### src/acs_pkg.sv
package acs_pkg;
  localparam int unsigned NCH = 16;
  localparam int unsigned RES_W = 10;
  localparam logic [11:0] OFF_CTRL = 12'h000;
  localparam logic [11:0] OFF_RESULT = 12'h004;
  localparam logic [11:0] OFF_INJ = 12'h008;
  localparam logic [11:0] OFF_STAT = 12'h00C;
  localparam logic [11:0] OFF_MASK = 12'h010;
  localparam logic [11:0] OFF_DIN = 12'h014;
  localparam logic [11:0] OFF_MSEL = 12'h018;
  // Control register fields.
  localparam int unsigned C_CH = 0;
  localparam int unsigned C_MODE = 4;
  localparam int unsigned C_START = 7;
  localparam int unsigned C_WR = 9;
  localparam int unsigned C_SUSP = 10;
  localparam int unsigned C_CTC = 12;
  localparam int unsigned C_STC = 14;
  localparam int unsigned C_INJ = 16;
  localparam int unsigned C_INJCH = 20;
  localparam int unsigned C_BUSY = 8;
  // Status bits.
  localparam int unsigned S_DONE = 0;
  localparam int unsigned S_OVR = 1;
  localparam int unsigned S_INJ = 2;
  localparam int unsigned S_W = 3;
  localparam logic [31:0] CTRL_RST = 32'h0000_0000;
  localparam logic [31:0] MSEL_RST = 32'h0000_0001;
  // Mode bit 0 is continuous, bit 1 is scan.
  localparam int unsigned M_CONT = 0;
  localparam int unsigned M_SCAN = 1;
  localparam logic [6:0] CTC_24 = 7'd24;
  localparam logic [6:0] CTC_96 = 7'd96;
  localparam logic [6:0] CTC_48 = 7'd48;
  localparam logic [3:0] CONV_STEPS = 4'd10;
  typedef enum logic [2:0] {ST_IDLE, ST_SAMPLE, ST_CONV, ST_HOLD, ST_NEXT} acs_state_e;
endpackage

### src/acs_tick_div.sv
`timescale 1ns/1ns
module acs_tick_div
  import acs_pkg::*;
(
  input wire logic clk,
  input wire logic rst_n,
  input wire logic run,
  input wire logic [1:0] ctc,
  output logic tcl_tick,
  output logic cc_tick
);
  logic half_r;
  logic half_nxt;
  logic [6:0] cnt_r;
  logic [6:0] cnt_nxt;
  logic [6:0] div;

  always_comb begin
    unique case (ctc)
      2'b10: div = CTC_96;
      2'b11: div = CTC_48;
      default: div = CTC_24;
    endcase
    // The tick phase restarts with each run so that sample and conversion windows are exact.
    half_nxt = run ? ~half_r : 1'b0;
    tcl_tick = half_r;
    cnt_nxt = cnt_r;
    cc_tick = 1'b0;
    if (!run) begin
      cnt_nxt = '0;
    end else if (tcl_tick) begin
      if (cnt_r >= div - 7'd1) begin
        cnt_nxt = '0;
        cc_tick = 1'b1;
      end else begin
        cnt_nxt = cnt_r + 7'd1;
      end
    end
  end

  always_ff @(posedge clk or negedge rst_n) begin
    if (!rst_n) begin
      half_r <= 1'b0;
      cnt_r <= '0;
    end else begin
      half_r <= half_nxt;
      cnt_r <= cnt_nxt;
    end
  end
endmodule // acs_tick_div

### src/acs_top.sv
`timescale 1ns/1ns
module acs_top
  import acs_pkg::*;
(
  input wire logic CLK_SYS,
  input wire logic RSTN,
  input wire logic PSEL,
  input wire logic PENABLE,
  input wire logic PWRITE,
  input wire logic [11:0] PADDR,
  input wire logic [31:0] PWDATA,
  output logic [31:0] PRDATA,
  output logic PREADY,
  output logic PSLVERR,
  output logic [3:0] MUX_SEL,
  output logic SAMPLE_EN,
  output logic [RES_W-1:0] DAC_TRIAL,
  input wire logic CMP_IN,
  input wire logic [NCH-1:0] AIN_DIG,
  output logic XFER_REQ,
  output logic IRQ
);
  logic [31:0] ctrl_r, ctrl_nxt;
  logic [15:0] msel_r, msel_nxt;
  logic [3:0] stat_r, stat_nxt;
  logic [3:0] mask_r, mask_nxt;
  logic [RES_W+3:0] res_r, res_nxt;
  logic [RES_W+3:0] buf_r, buf_nxt;
  logic buf_v_r, buf_v_nxt;
  logic unread_r, unread_nxt;
  logic [RES_W+3:0] inj_r, inj_nxt;
  logic inj_act_r, inj_act_nxt;
  acs_state_e st_r, st_nxt;
  logic [3:0] ch_r, ch_nxt;
  logic [3:0] cur_r, cur_nxt;
  logic [3:0] step_r, step_nxt;
  logic [RES_W-1:0] sar_r, sar_nxt;
  logic [3:0] scnt_r, scnt_nxt;
  logic xfer_r, xfer_nxt;
  logic [NCH-1:0] din_s1_r, din_s2_r;
  logic cmp_s1_r, cmp_s2_r;
  logic wr, rd, tcl_tick, cc_tick, run;
  logic [3:0] samp_len;
  logic cont, scan, done_conv;
  logic [3:0] nxt_sc;
  logic found;

  acs_tick_div u_div (
    .clk(CLK_SYS),
    .rst_n(RSTN),
    .run(run),
    .ctc(ctrl_r[C_CTC+:2]),
    .tcl_tick(tcl_tick),
    .cc_tick(cc_tick)
  );

  assign wr = PSEL && PENABLE && PWRITE;
  assign rd = PSEL && PENABLE && !PWRITE;
  assign PREADY = 1'b1;
  assign run = (st_r == ST_SAMPLE) || (st_r == ST_CONV);
  assign cont = ctrl_r[C_MODE+M_CONT];
  assign scan = ctrl_r[C_MODE+M_SCAN];
  assign MUX_SEL = cur_r;
  assign SAMPLE_EN = (st_r == ST_SAMPLE);
  assign DAC_TRIAL = sar_r | (RES_W'(1) << (RES_W - 1 - step_r));
  assign XFER_REQ = xfer_r;
  assign IRQ = |(stat_r & mask_r);

  always_ff @(posedge CLK_SYS or negedge RSTN) begin
    if (!RSTN) begin
      din_s1_r <= '0;
      din_s2_r <= '0;
      cmp_s1_r <= 1'b0;
      cmp_s2_r <= 1'b0;
    end else begin
      din_s1_r <= AIN_DIG;
      din_s2_r <= din_s1_r;
      cmp_s1_r <= CMP_IN;
      cmp_s2_r <= cmp_s1_r;
    end
  end

  always_comb begin
    unique case (ctrl_r[C_STC+:2])
      2'b00: samp_len = 4'd1;
      2'b01: samp_len = 4'd2;
      2'b10: samp_len = 4'd4;
      default: samp_len = 4'd8;
    endcase
    // Next selected scan channel, counting downward and wrapping.
    nxt_sc = ch_r;
    found = 1'b0;
    for (int i = 1; i <= NCH; i++) begin
      if (!found && msel_r[4'(ch_r - 4'(i))]) begin
        nxt_sc = 4'(ch_r - 4'(i));
        found = 1'b1;
      end
    end
  end

  always_comb begin
    ctrl_nxt = ctrl_r;
    msel_nxt = msel_r;
    stat_nxt = stat_r;
    mask_nxt = mask_r;
    res_nxt = res_r;
    buf_nxt = buf_r;
    buf_v_nxt = buf_v_r;
    unread_nxt = unread_r;
    inj_nxt = inj_r;
    inj_act_nxt = inj_act_r;
    st_nxt = st_r;
    ch_nxt = ch_r;
    cur_nxt = cur_r;
    step_nxt = step_r;
    sar_nxt = sar_r;
    scnt_nxt = scnt_r;
    xfer_nxt = 1'b0;
    done_conv = 1'b0;
    PRDATA = 32'h0000_0000;
    PSLVERR = 1'b0;
    if (rd) begin
      unique case (PADDR)
        OFF_CTRL: PRDATA = ctrl_r | (32'(run || st_r == ST_HOLD || st_r == ST_NEXT) << C_BUSY);
        OFF_RESULT: PRDATA = {18'h0_0000, res_r};
        OFF_INJ: PRDATA = {18'h0_0000, inj_r};
        OFF_STAT: PRDATA = {28'h000_0000, stat_r};
        OFF_MASK: PRDATA = {28'h000_0000, mask_r};
        OFF_DIN: PRDATA = {16'h0000, din_s2_r};
        OFF_MSEL: PRDATA = {16'h0000, msel_r};
        default: PSLVERR = 1'b1;
      endcase
      if (PADDR == OFF_RESULT) begin
        unread_nxt = 1'b0;
      end
    end
    if (wr) begin
      unique case (PADDR)
        OFF_CTRL: ctrl_nxt = PWDATA;
        OFF_STAT: stat_nxt = stat_r & ~PWDATA[3:0];
        OFF_MASK: mask_nxt = PWDATA[3:0];
        OFF_MSEL: msel_nxt = PWDATA[15:0];
        OFF_RESULT, OFF_INJ, OFF_DIN: ;
        default: PSLVERR = 1'b1;
      endcase
    end
    // Buffered result moves up once the result register has been read.
    if (buf_v_r && !unread_nxt) begin
      res_nxt = buf_r;
      buf_v_nxt = 1'b0;
      unread_nxt = 1'b1;
    end
    unique case (st_r)
      ST_IDLE: begin
        if (ctrl_r[C_START]) begin
          ctrl_nxt[C_START] = 1'b0;
          ch_nxt = ctrl_r[C_CH+:4];
          cur_nxt = ctrl_r[C_CH+:4];
          st_nxt = ST_SAMPLE;
          scnt_nxt = '0;
        end
      end
      ST_SAMPLE: begin
        if (cc_tick) begin
          if (scnt_r == samp_len - 4'd1) begin
            st_nxt = ST_CONV;
            step_nxt = '0;
            sar_nxt = '0;
          end else begin
            scnt_nxt = scnt_r + 4'd1;
          end
        end
      end
      ST_CONV: begin
        if (cc_tick) begin
          if (cmp_s2_r) begin
            sar_nxt = DAC_TRIAL;
          end
          if (step_r == CONV_STEPS - 4'd1) begin
            done_conv = 1'b1;
          end else begin
            step_nxt = step_r + 4'd1;
          end
        end
      end
      ST_HOLD: begin
        // A buffered result leaves the hold when it moves up, since the move marks it unread again.
        if (buf_v_r ? !buf_v_nxt : !unread_r) begin
          st_nxt = ST_NEXT;
        end
      end
      ST_NEXT: ;
      default: st_nxt = ST_IDLE;
    endcase
    if (done_conv) begin
      st_nxt = ST_NEXT;
      if (inj_act_r) begin
        inj_nxt = {cur_r, (cmp_s2_r ? DAC_TRIAL : sar_r)};
        inj_act_nxt = 1'b0;
        stat_nxt[S_INJ] = 1'b1;
      end else begin
        if (scan) begin
          xfer_nxt = 1'b1;
        end
        stat_nxt[S_DONE] = 1'b1;
        if (unread_nxt && cont && ctrl_r[C_WR]) begin
          buf_nxt = {cur_r, (cmp_s2_r ? DAC_TRIAL : sar_r)};
          buf_v_nxt = 1'b1;
          stat_nxt[S_W] = 1'b1;
          st_nxt = ST_HOLD;
        end else begin
          if (unread_nxt) begin
            stat_nxt[S_OVR] = 1'b1;
          end
          res_nxt = {cur_r, (cmp_s2_r ? DAC_TRIAL : sar_r)};
          unread_nxt = 1'b1;
          if (ctrl_r[C_SUSP]) begin
            st_nxt = ST_HOLD;
          end
        end
      end
    end
    if (st_r == ST_NEXT) begin
      scnt_nxt = '0;
      if (cont && ctrl_r[C_INJ] && !inj_act_r) begin
        ctrl_nxt[C_INJ] = 1'b0;
        inj_act_nxt = 1'b1;
        cur_nxt = ctrl_r[C_INJCH+:4];
        st_nxt = ST_SAMPLE;
      end else if (scan && ch_r != 4'd0) begin
        ch_nxt = nxt_sc;
        cur_nxt = nxt_sc;
        st_nxt = ST_SAMPLE;
      end else if (cont) begin
        ch_nxt = ctrl_r[C_CH+:4];
        cur_nxt = ctrl_r[C_CH+:4];
        st_nxt = ST_SAMPLE;
      end else begin
        st_nxt = ST_IDLE;
      end
      if (scan && ch_r != 4'd0 && !found) begin
        st_nxt = cont ? ST_SAMPLE : ST_IDLE;
      end
    end
  end

  always_ff @(posedge CLK_SYS or negedge RSTN) begin
    if (!RSTN) begin
      ctrl_r <= CTRL_RST;
      msel_r <= MSEL_RST[15:0];
      stat_r <= '0;
      mask_r <= '0;
      res_r <= '0;
      buf_r <= '0;
      buf_v_r <= 1'b0;
      unread_r <= 1'b0;
      inj_r <= '0;
      inj_act_r <= 1'b0;
      st_r <= ST_IDLE;
      ch_r <= '0;
      cur_r <= '0;
      step_r <= '0;
      sar_r <= '0;
      scnt_r <= '0;
      xfer_r <= 1'b0;
    end else begin
      ctrl_r <= ctrl_nxt;
      msel_r <= msel_nxt;
      stat_r <= stat_nxt;
      mask_r <= mask_nxt;
      res_r <= res_nxt;
      buf_r <= buf_nxt;
      buf_v_r <= buf_v_nxt;
      unread_r <= unread_nxt;
      inj_r <= inj_nxt;
      inj_act_r <= inj_act_nxt;
      st_r <= st_nxt;
      ch_r <= ch_nxt;
      cur_r <= cur_nxt;
      step_r <= step_nxt;
      sar_r <= sar_nxt;
      scnt_r <= scnt_nxt;
      xfer_r <= xfer_nxt;
    end
  end
endmodule // acs_top

### config.mk
export PLATFORM = sky130hd
export DESIGN_NAME = acs_top
export DESIGN_NICKNAME = d
export VERILOG_FILES = /design/src/acs_pkg.sv /design/src/acs_tick_div.sv /design/src/acs_top.sv
export SDC_FILE = /design/constraint.sdc
export NUM_CORES = 1
export LEC_CHECK = 0
export BUFFER_PORTS_ARGS = -buffer_cell sky130_fd_sc_hd__buf_2
export CORE_MARGIN = 2
export CORE_UTILIZATION = 64
export DETAILED_ROUTE_END_ITERATION = 8
export PLACE_DENSITY = 0.86
export SLEW_MARGIN = 30
export SYNTH_ARGS = -nofsm -noshare
export SYNTH_HDL_FRONTEND = slang
export SYNTH_SLANG_ARGS = --single-unit
### constraint.sdc
create_clock -name CLK_SYS -period 9 [get_ports CLK_SYS]
set_clock_uncertainty 0.1 [all_clocks]
set_input_delay 0 -clock CLK_SYS [delete_from_list [all_inputs] [get_ports CLK_SYS]]
set_output_delay 0 -clock CLK_SYS [all_outputs]
set_load 0.02 [all_outputs]
==> metrics.cfg, run 1 <==
[sta]
timing.setup.tns_ns=0
period_share=0.554
timing_worst_slew_pin_value_ns=1.01
max_freq_mhz=200
finalWorstPathRequiredPeriod_ns=4.99
rsz0062_at_grt=false
max_slew_violation_count=0
relSlewSlack=0.326
timing_hold_violations_final=0
setup_viol=0
layout_setup_ws_ns=4.01

[setup_path]
setup.worst_path.end_class=flop
cp_max_fo=21
crit_type=reg -> reg
stage_delay_of_the_slowest_cell_on_the_critical_path_ns=0.98
reg2regPathDepth=12
critPathLaunchType=flop
r2r-end=ch_r[2]$_DFF_PN0_
timing.critical_path.cells=inv_1 > ha_1 > mux4_2 > mux2i_1 > mux2_2 > and2_1 > nand4b_1 > nor3_1 > a32oi_1 > o21ai_1 > a31oi_1 > a221o_1
timing.critical_path.arrival_ns=5.21
timing.reg2reg.setup_slack_ns=4.01
crit-reg2reg-launch=ch_r[1]$_DFF_PN0_
critical_path_required_ns=9.23
critPathSlowestCell=sky130_fd_sc_hd__ha_1

[routing]
wl_mm=32.5
avgViaCountPerCell=6.83
detail_route.iter0.violations=1328
detail_route.drc_violations=0
vias=9393
detailedRoute.firstPassIterationCount=8
route.antenna.remaining_nets=0
wire_per_inst_um=23.6

[yosys]
synthTopCellsByCount=sky130_fd_sc_hd__dfrtp_1 (172), sky130_fd_sc_hd__nand2_1 (116), sky130_fd_sc_hd__o21ai_0 (80), sky130_fd_sc_hd__mux2_2 (75), sky130_fd_sc_hd__nor2_1 (74)
postSynthAreaPerCell_um2=9.94
synth-seq-cells=173
synth_sequential_area_ratio=0.433
synth_cells=1006
synthesized_nets=1090
synth_edf_count=0
synth-async-reset-ratio=1.00
synthesis.area_um2=10000
netlist.top_cell.by_area=sky130_fd_sc_hd__dfrtp_1
netlist-cell-type-count=79
synth.area.top_cells=sky130_fd_sc_hd__dfrtp_1 (43%), sky130_fd_sc_hd__mux2_2 (8.4%), sky130_fd_sc_hd__nand2_1 (4.4%), sky130_fd_sc_hd__mux4_2 (4.1%), sky130_fd_sc_hd__o21ai_0 (4.0%)
synth_warn=0
synth_flop_cell=sky130_fd_sc_hd__dfrtp_1
yosysTopAreaCellShare=0.430
synthMostInstantiatedCell=sky130_fd_sc_hd__dfrtp_1

[grt]
initial_antenna_violation_count=0
grt_overflow=0
first_global_vias=9327
grt_first_pass_wirelength_mm=51.4
track_usage=0.407
maximum_number_of_pins_on_one_net_before_global_route_repair=93

[clocking]
tritoncts=done
clock_tree.htree_level_count=4
clock-root-buffer=sky130_fd_sc_hd__clkbuf_16
ctsResizeCount=0
cts-buffers-inserted=17
clkSinkCount=173
worst_skew_pair.late_latency_ns=0.45
cts.path.max_buffers=2
worst_setup_hold_path_clk_slew_ns=0.07

[die]
area_of_the_die_um2=16600
die-width_um=129
core.rowCount=45
core_region_area_um2=15300
ios=117
starting_density_of_the_core=0.656
die_height_um=129

[power]
static-leakage-power_nw=5.49
cellPowerDensity_nw_per_um2=135
report.power.total_mw=1.60
ir_worst_vdd_mv=0.158

[placement]
routability_cong=0.949
place_area_um2=10700
hpwl_mm=20.8
io_buffer_count=115
post_place_worst_slack_ns=4.12
dp_cells=1293

[cells_and_area]
layout_stage_area_growth_over_the_synthesis_result_pct=18.3
final_layout_size_suffix_gt1_frac=0.234
stdcell_area_um2=11800
fin_cells=1375
antenna_cells=0
number_of_nets_in_the_finished_design=1235

[status]
run_status=complete, no violations

[min_path]
hold_path_class=in -> reg
worst_hold_path.endpoint=buf_v_r$_DFF_PN0_
min-delay-start=PADDR[2]
whs_path_depth=4

[flow_run]
timing.max_cap.violations=0

[layout make-up]
type	count	area [µm²]
sequential	173	4330
clock inverter	14	175
timing repair buffer	174	1150
tap	211	264
clock buffer	18	429
multi-input combinational	759	5380
inverter	26	97.6
fill	899	3430
[worst max-delay path by stage]
stage	start	to	slack, ns	depth (start not counted)
6_report	ch_r[1]$_DFF_PN0_	ch_r[2]$_DFF_PN0_	4.01	12
5_1_grt	ch_r[1]$_DFF_PN0_	ch_r[2]$_DFF_PN0_	3.68	12
4_1_cts	ch_r[1]$_DFF_PN0_	ch_r[2]$_DFF_PN0_	4.12	12
3_5_place_dp	ch_r[1]$_DFF_PN0_	ch_r[2]$_DFF_PN0_	4.12	12
3_3_place_gp	ch_r[1]$_DFF_PN0_	ch_r[2]$_DFF_PN0_	4.14	12
2_1_floorplan	ch_r[1]$_DFF_PN0_	st_r[0]$_DFFE_PN0P_	4.82	15
[layout by cell type, fill, tap and decap left out, drive strengths merged, types with 6 or more instances in the layout]
cell / instances
a21o: 16
a21oi: 50
a222oi: 15
a22oi: 22
a31oi: 9
and2: 25
and3: 8
buf: 124
clkbuf: 18
clkinv: 10
dfrtp: 172
dlygate4sd3: 50
ha: 18
inv: 30
mux2: 81
mux2i: 39
mux4: 18
nand2: 116
nand2b: 8
nand3: 24
nor2: 74
nor2b: 8
nor3: 21
nor4: 7
o21a: 6
o21ai: 83
o31ai: 19
or2: 7
or3: 8
xnor2: 10
[critical path: cells and delay by family (launching register included)]
| family | cells | cell delay [ns] |
|---|---|---|
| fa+ha+maj | 1 | 0.98 |
| mux | 3 | 1.16 |
| compound gates | 4 | 0.84 |
| flops | 1 | 0.35 |
| buf+inv | 1 | 0.17 |
| simple gates | 3 | 1.27 |
[registers in the layout, summed over array words and instances, names as in the netlist]
register        count
ctrl_r             32
din_s1_r           16
din_s2_r           16
msel_r             16
buf_r              14
inj_r              14
res_r              14
sar_r              10
u_div.cnt_r         7
MUX_SEL             4
ch_r                4
mask_r              4
scnt_r              4
stat_r              4
step_r              4
st_r                3
XFER_REQ            1
buf_v_r             1
cmp_s1_r            1
cmp_s2_r            1
inj_act_r           1
u_div.tcl_tick      1
unread_r            1
[metrics by stage]
stage / hold slack (ns) / utilization
2_1_floorplan: -0.396 / -
3_3_place_gp: 0.00870 / 0.702
3_5_place_dp: 0.00931 / 0.703
4_1_cts: 0.0228 / 0.775
5_1_grt: 0.0814 / 0.775
6_report: 0.0552 / 0.775
[cell families after synthesis]
logic type,count (synthesis),share of synthesized area
XOR/XNOR,14,0.0130
multiplexers,138,0.173
adder cells (fa/ha/maj),18,0.0225
buffers and inverters,74,0.0323
flip-flops,173,0.433
other,1,0.000375
AND/OR/NAND/NOR,319,0.149
AO/OA/AOI/OAI,269,0.176
[where the power goes]
group	total (mW)	leakage [nW]	switching, mW	internal, mW
logic	0.0637	2.89	0.0350	0.0287
registers	0.790	2.30	0.00487	0.785
clock network	0.743	0.292	0.367	0.375
[repair_timing]
item	4_1_cts	5_1_grt
hold buffers	50	0
endpoints found under the hold margin	164	0
setup buffers	0	0
[metal layers]
layer / track usage / vias up / wire, µm
met1: 0.533 / 4499 / 12100
met4: 0.191 / 0 / 1700
li1: - / 4014 / -
met3: 0.113 / 170 / 3500
met2: 0.638 / 710 / 15200
met5: 0 / - / 0
(Power assumes the default switching activity.)
==> run 2, diff against run 1 <==
Settings changed: ABC_AREA from default to 1, CORE_UTILIZATION 64 to 53, PLACE_DENSITY 0.86 to 0.77.
Clock period 9 ns to 4.55 ns, I/O delays scaled along.
==> run 2 against run 1 <==
  * Wire length fell by 7.5%
  * Synthesized cell count rose by 31%
  * Maximum frequency grew 28%
  * Largest cell class unchanged
  * Clock power rose by 100%
  * Register-to-register slack got worse by 3.4 ns
  * Final area fell by 1.4%
  * Area after synthesis is 2.8% lower
  * Sequential power increased by 110%
==> metrics.cfg, run 2 <==
[status]
run_status=complete, no violations

[die]
area_of_the_die_um2=19500
ios=117
die_height_um=139
core_region_area_um2=18000
die-width_um=139
starting_density_of_the_core=0.541
core.rowCount=49

[clocking]
tritoncts=done
cts.path.max_buffers=2
clock-root-buffer=sky130_fd_sc_hd__clkbuf_16
worst_skew_pair.late_latency_ns=0.43
post-cts-setup-buffer-count=0
clock_tree.htree_level_count=4
cts-buffers-inserted=17
clkSinkCount=173
worst_setup_hold_path_clk_slew_ns=0.07

[routing]
wire_per_inst_um=17.5
detail_route.iter0.violations=938
vias=9764
wl_mm=30.1
detail_route.drc_violations=0
avgViaCountPerCell=5.68
route.antenna.remaining_nets=0
detailedRoute.firstPassIterationCount=5

[cells_and_area]
number_of_nets_in_the_finished_design=1561
layout.area.seq_um2=4330
most_flops_register=ctrl_r
multiInputGateArea_um2=4590
antenna_cells=0
mostFrequentLayoutCells=sky130_fd_sc_hd__nand2_1 (365), sky130_fd_sc_hd__dfrtp_1 (172), sky130_fd_sc_hd__inv_1 (158)
largest_register_ffs=32
fin_cells=1718
final_layout_size_suffix_gt1_frac=0.134
nFillCells=1565
layout_stage_area_growth_over_the_synthesis_result_pct=20.0
mostFrequentLayoutCell=sky130_fd_sc_hd__nand2_1

[sta]
setup_viol=0
max_slew_violation_count=0
relSlewSlack=0.357
period_share=0.859
timing_worst_slew_pin_value_ns=0.965
finalWorstPathRequiredPeriod_ns=3.91
timing_hold_violations_final=0
timing.setup.tns_ns=0
max_freq_mhz=256
rsz0062_at_grt=false

[yosys]
synthesized_nets=1399
synth.area.top_cells=sky130_fd_sc_hd__dfrtp_1 (44%), sky130_fd_sc_hd__nand2_1 (14%), sky130_fd_sc_hd__nand3_1 (6.5%), sky130_fd_sc_hd__o21ai_0 (6.3%), sky130_fd_sc_hd__inv_1 (6.1%)
synth_cells=1315
synthesis.area_um2=9730
yosysTopAreaCellShare=0.443
synth_flop_cell=sky130_fd_sc_hd__dfrtp_1
postSynthAreaPerCell_um2=7.40
synth-seq-cells=173
synthMostInstantiatedCell=sky130_fd_sc_hd__nand2_1
netlist.top_cell.by_area=sky130_fd_sc_hd__dfrtp_1
synth_warn=0
synthTopCellsByCount=sky130_fd_sc_hd__nand2_1 (365), sky130_fd_sc_hd__dfrtp_1 (172), sky130_fd_sc_hd__inv_1 (159), sky130_fd_sc_hd__nand3_1 (127), sky130_fd_sc_hd__o21ai_0 (123)
synth-async-reset-ratio=1.00
synth_sequential_area_ratio=0.445
netlist-cell-type-count=47
synth_edf_count=0

[setup_path]
timing.critical_path.cells=inv_2 > ha_1 > inv_1 > nand3_1 > nand3_1 > nand2_1 > nand2_1 > nand2_2 > nor2_4 > nand3_2 > nor2_4 > nand2_2 > nor2_4 > nand2_2 > nor2_4 > nand2_2 > nor2_4 > nand3_2 > nor2_2 > nand2_2 > nand4_1 > xor2_1 > nand2_1 > a21oi_1
timing.critical_path.depth=24
stage_delay_of_the_slowest_cell_on_the_critical_path_ns=0.40
reg2regPathDepth=24
crit_type=reg -> reg
cp_num_buf_inv=2
critPathSlowestCell=sky130_fd_sc_hd__dfrtp_1
setup.worst_path.end_class=flop
cp_max_fo=18
critPathLaunchType=flop
timing.critical_path.arrival_ns=4.16
worst_path_dominant_cell_family=simple AND/OR/NAND/NOR gates
crit-reg2reg-launch=ch_r[0]$_DFF_PN0_
critical_path_required_ns=4.81
r2r-end=ch_r[0]$_DFF_PN0_
timing.reg2reg.setup_slack_ns=0.64

[min_path]
min-delay-start=PWRITE
whs_path_depth=5
worst_hold_path.endpoint=mask_r[0]$_DFFE_PN0P_
hold_path_class=in -> reg

[grt]
grt_first_pass_wirelength_mm=47.8
first_global_vias=9065
maximum_number_of_pins_on_one_net_before_global_route_repair=91
track_usage=0.311
initial_antenna_violation_count=0
grt_overflow=0

[placement]
hpwl_mm=21.8
io_buffer_count=115
routability_cong=0.937
dp_cells=1637

[power]
ir_worst_vdd_mv=0.374
share_clk_of_total_power=0.213
p_sw_mw=3.33
power.combinational.fraction=0.544
internal_power_mw=3.63
pwr-share-seq=0.242
cellPowerDensity_nw_per_um2=597
p_sw_frac=0.478
static-leakage-power_nw=5.79

[flow_run]
timing.max_cap.violations=0

run 2: timing repair:
| item | in CTS | in global routing |
|---|---|---|
| endpoints found under the hold margin | 160 | 0 |
| hold buffers | 50 | 0 |
| resized for setup | 0 | 0 |
run 2: routing by layer:
| layer | global-route usage | wire length (µm) | part of all wire |
|---|---|---|---|
| met4 | 0.0824 | 660 | 0.022 |
| met1 | 0.446 | 12800 | 0.43 |
| met2 | 0.487 | 14000 | 0.46 |
| met5 | 0 | 0 | 0 |
| met3 | 0.0606 | 2670 | 0.089 |
run 2: worst max-delay path by stage:
stage / start / to / slack (ns)
2_1_floorplan: ch_r[1]$_DFF_PN0_ / MUX_SEL[3]$_DFF_PN0_ / 1.09
3_3_place_gp: ch_r[0]$_DFF_PN0_ / MUX_SEL[2]$_DFF_PN0_ / 0.82
3_5_place_dp: ch_r[0]$_DFF_PN0_ / MUX_SEL[2]$_DFF_PN0_ / 0.70
4_1_cts: ch_r[0]$_DFF_PN0_ / MUX_SEL[2]$_DFF_PN0_ / 0.69
5_1_grt: ch_r[0]$_DFF_PN0_ / MUX_SEL[2]$_DFF_PN0_ / 0.25
6_report: ch_r[0]$_DFF_PN0_ / ch_r[0]$_DFF_PN0_ / 0.64
run 2: per-stage QoR:
step / total power, mW / util / area, µm² / setup slack, ns / hold slack, ns
2_1_floorplan: 4.44 / - / 9730 / 1.09 / -0.396
3_3_place_gp: 5.40 / 0.588 / 10600 / 0.817 / 0.00798
3_5_place_dp: 5.39 / 0.588 / 10600 / 0.696 / 0.00932
4_1_cts: 6.91 / 0.649 / 11700 / 0.691 / 0.00585
5_1_grt: 7.53 / 0.650 / 11700 / 0.246 / 0.0665
6_report: 6.96 / 0.650 / 11700 / 0.643 / 0.0247
run 2: final cells by class:
class,count,share of cell area
repair buffers,185,0.106
inverters,168,0.0543
clock inverters,13,0.0135
well taps,229,0.0246
clock buffers,18,0.0376
multi-input cells,932,0.393
flip-flops and latches,173,0.371
run 2: worst register-to-register path: cells and delay by family, from the launching register on:
kind	cells	cell delay, ns
and+or+nand+nor	19	2.11
xor gates and xnor gates	1	0.16
AOI/OAI and AO/OA	1	0.18
DFF	1	0.40
adders and majority gates	1	0.30
buffers and inverters	2	0.56
run 2: cell families (layout without fill, tap and decap cells):
group / after synthesis / after routing / share of synthesized area
adder cells (fa/ha/maj): 18 / 18 / 0.0232
AO/OA/AOI/OAI: 253 / 253 / 0.149
other: 1 / 1 / 0.000386
multiplexers: 8 / 8 / 0.00926
flip-flops: 173 / 173 / 0.445
AND/OR/NAND/NOR: 638 / 638 / 0.276
buffers and inverters: 210 / 384 / 0.0837
XOR/XNOR: 14 / 14 / 0.0126
run 2: power groups by stage:
stage	Clock, mW	Combinational [mW]	Sequential [mW]
detailed placement	0	3.68	1.71
global route	1.56	4.28	1.69
global placement	0	3.69	1.71
finish	1.49	3.79	1.69
CTS	1.50	3.73	1.68
floorplan	0	2.73	1.70
==> run 3, diff against run 2 <==
Settings changed: CORE_ASPECT_RATIO from default to 0.6, CORE_UTILIZATION 53 to 64, PLACE_DENSITY 0.77 to 0.87.
Clock period 4.55 ns to 5.1 ns, I/O delays scaled along.
==> run 3 against run 2 <==
  * The flow now finishes with violations (hold timing)
  * Non-clock buffer count decreased by 3
  * Setup slack better by 0.38 ns
  * Sequential power decreased by 9%
  * Flip-flop and latch count stayed put
  * Register-to-register slack improved by 0.38 ns
  * Clock power fell by 11%
  * Via count increased by 7.1%
  * Combinational power down 7.7%
  * Power shrank 8.6%
  * Sequential share of layout area is 0.18 points higher
  * Final area fell by 0.49%
  * Critical endpoint is now MUX_SEL[2]$_DFF_PN0_
  * Largest cell class unchanged
  * Largest power group unchanged
  * Highest routed layer unchanged
==> metrics.cfg, run 3 (synthesis results as in run 2) <==
[setup_path]
critPathLaunchType=flop
stage_delay_of_the_slowest_cell_on_the_critical_path_ns=0.65
worstSetupEndpoint=MUX_SEL[2]$_DFF_PN0_
crit_path_start=ch_r[2]$_DFF_PN0_
crit_path_frequent_cell=sky130_fd_sc_hd__nand2_1
critPathSlowestCell=sky130_fd_sc_hd__dfrtp_1
crit_type=reg -> reg
reg2regPathDepth=27
crit-reg2reg-launch=ch_r[2]$_DFF_PN0_
cp_max_fo=12
timing.critical_path.arrival_ns=4.30
r2r-end=MUX_SEL[2]$_DFF_PN0_
critical_path_required_ns=5.32
setup.worst_path.end_class=flop
timing.reg2reg.setup_slack_ns=1.02

[cells_and_area]
fin_cells=1685
largest_register_ffs=32
most_flops_register=ctrl_r
mostFrequentLayoutCells=sky130_fd_sc_hd__nand2_1 (365), sky130_fd_sc_hd__dfrtp_1 (172), sky130_fd_sc_hd__inv_1 (157)
nFillCells=989
layout_stage_area_growth_over_the_synthesis_result_pct=19.4
stdcell_area_um2=11600
antenna_cells=0
final_layout_size_suffix_gt1_frac=0.133
number_of_nets_in_the_finished_design=1558
mostFrequentLayoutCell=sky130_fd_sc_hd__nand2_1

[routing]
detailedRoute.firstPassIterationCount=7
detail_route.iter0.violations=1508
avgViaCountPerCell=6.21
wl_mm=33.9
route.antenna.remaining_nets=0
vias=10500
detail_route.drc_violations=0
wire_per_inst_um=20.1

[sta]
relSlewSlack=0.393
timing.setup.tns_ns=0
setup_viol=0
timing_hold_violations_final=10
layout_setup_ws_ns=1.02
rsz0062_at_grt=false
finalWorstPathRequiredPeriod_ns=4.08
period_share=0.800
max_slew_violation_count=0
max_freq_mhz=245
timing_worst_slew_pin_value_ns=0.905
whs_ns=-0.0108

[placement]
routability_cong=1.08
io_buffer_count=115
post_place_worst_slack_ns=1.17
hpwl_mm=23.0
place_area_um2=10500
dp_cells=1603

[die]
core.rowCount=34
core_region_area_um2=14700
ios=117
die_height_um=99.5
area_of_the_die_um2=16200
die-width_um=163
starting_density_of_the_core=0.663

[flow_run]
timing.max_cap.violations=0

[grt]
initial_antenna_violation_count=0
grt_first_pass_wirelength_mm=53.8
first_global_vias=9889
grt_overflow=0
maximum_number_of_pins_on_one_net_before_global_route_repair=66
track_usage=0.437

[clocking]
cts-buffers-inserted=17
clkSinkCount=173
worst_setup_hold_path_clk_slew_ns=0.08
ctsResizeCount=0
cts.path.max_buffers=2
tritoncts=done
post-cts-setup-buffer-count=0
worst_skew_pair.late_latency_ns=0.44
clock_tree.htree_level_count=4
clock-root-buffer=sky130_fd_sc_hd__clkbuf_16

[power]
power.combinational.fraction=0.550
share_clk_of_total_power=0.209
report.power.total_mw=6.37
ir_worst_vdd_mv=0.353
internal_power_mw=3.17
static-leakage-power_nw=5.78
p_sw_mw=3.20
pwr-share-seq=0.241
cellPowerDensity_nw_per_um2=549
p_sw_frac=0.502

[min_path]
hold_path_class=in -> async

[status]
run_status=finished, violations left
violations=hold timing

-- run 3: cell count changes in the layout (fill, tap and decap cells not counted), sizes merged --
cell,delta
buf,-3
bufinv,-2
inv,+2
clkbuf,+1
clkinv,+1
clkinvlp,-1
-- run 3: how the worst min path moves through the flow --
stage and to:
6_report sar_r[3]$_DFFE_PN0P_, 4_1_cts buf_r[2]$_DFFE_PN0P_, 3_5_place_dp cmp_s2_r$_DFF_PN0_, 2_1_floorplan MUX_SEL[0]$_DFF_PN0_, 3_3_place_gp cmp_s1_r$_DFF_PN0_, 5_1_grt sar_r[3]$_DFFE_PN0P_
-- run 3: worst max-delay path: cells and delay by family, from the launching register on --
family                     cells  cell delay [ns]
adders and majority gates      1             0.50
and+or+nand+nor               23             2.24
DFF                            1             0.65
buffers and inverters          3             0.46
-- run 3: power groups by stage --
stage / Clock [mW] / Sequential, mW / Combinational [mW]
after CTS: 1.32 / 1.53 / 3.36
after floorplan: 0 / 1.52 / 2.44
after global routing: 1.39 / 1.54 / 3.86
final: 1.33 / 1.53 / 3.50
after global placement: 0 / 1.55 / 3.31
after detailed placement: 0 / 1.55 / 3.30
-- run 3: layout make-up --
cell class	count	area (µm²)	area share
multi-input cells	932	4590	0.396
well taps	198	248	0.0213
inverters	168	633	0.0545
clock inverters	13	144	0.0124
clock buffers	19	453	0.0390
flip-flops and latches	173	4330	0.373
repair buffers	182	1210	0.104
-- run 3: what timing repair did --
| action | in CTS | in global routing |
|---|---|---|
| endpoints found under the setup margin | 0 | 0 |
| hold buffers | 50 | 0 |
| endpoints found under the hold margin | 136 | 0 |
-- run 3: stage by stage --
stage | hold WS [ns] | utilization
after floorplan | -0.396 | -
after global placement | -0.0822 | 0.716
after detailed placement | -0.0849 | 0.716
after CTS | 0.0175 | 0.791
after global routing | 0.0421 | 0.791
final | -0.0108 | 0.791
-- run 3: per-layer routing --
metal | global-route usage | routed length [µm]
met1 | 0.651 | 14100
met2 | 0.606 | 13700
met3 | 0.148 | 5270
met4 | 0.126 | 857
met5 | 0 | 0
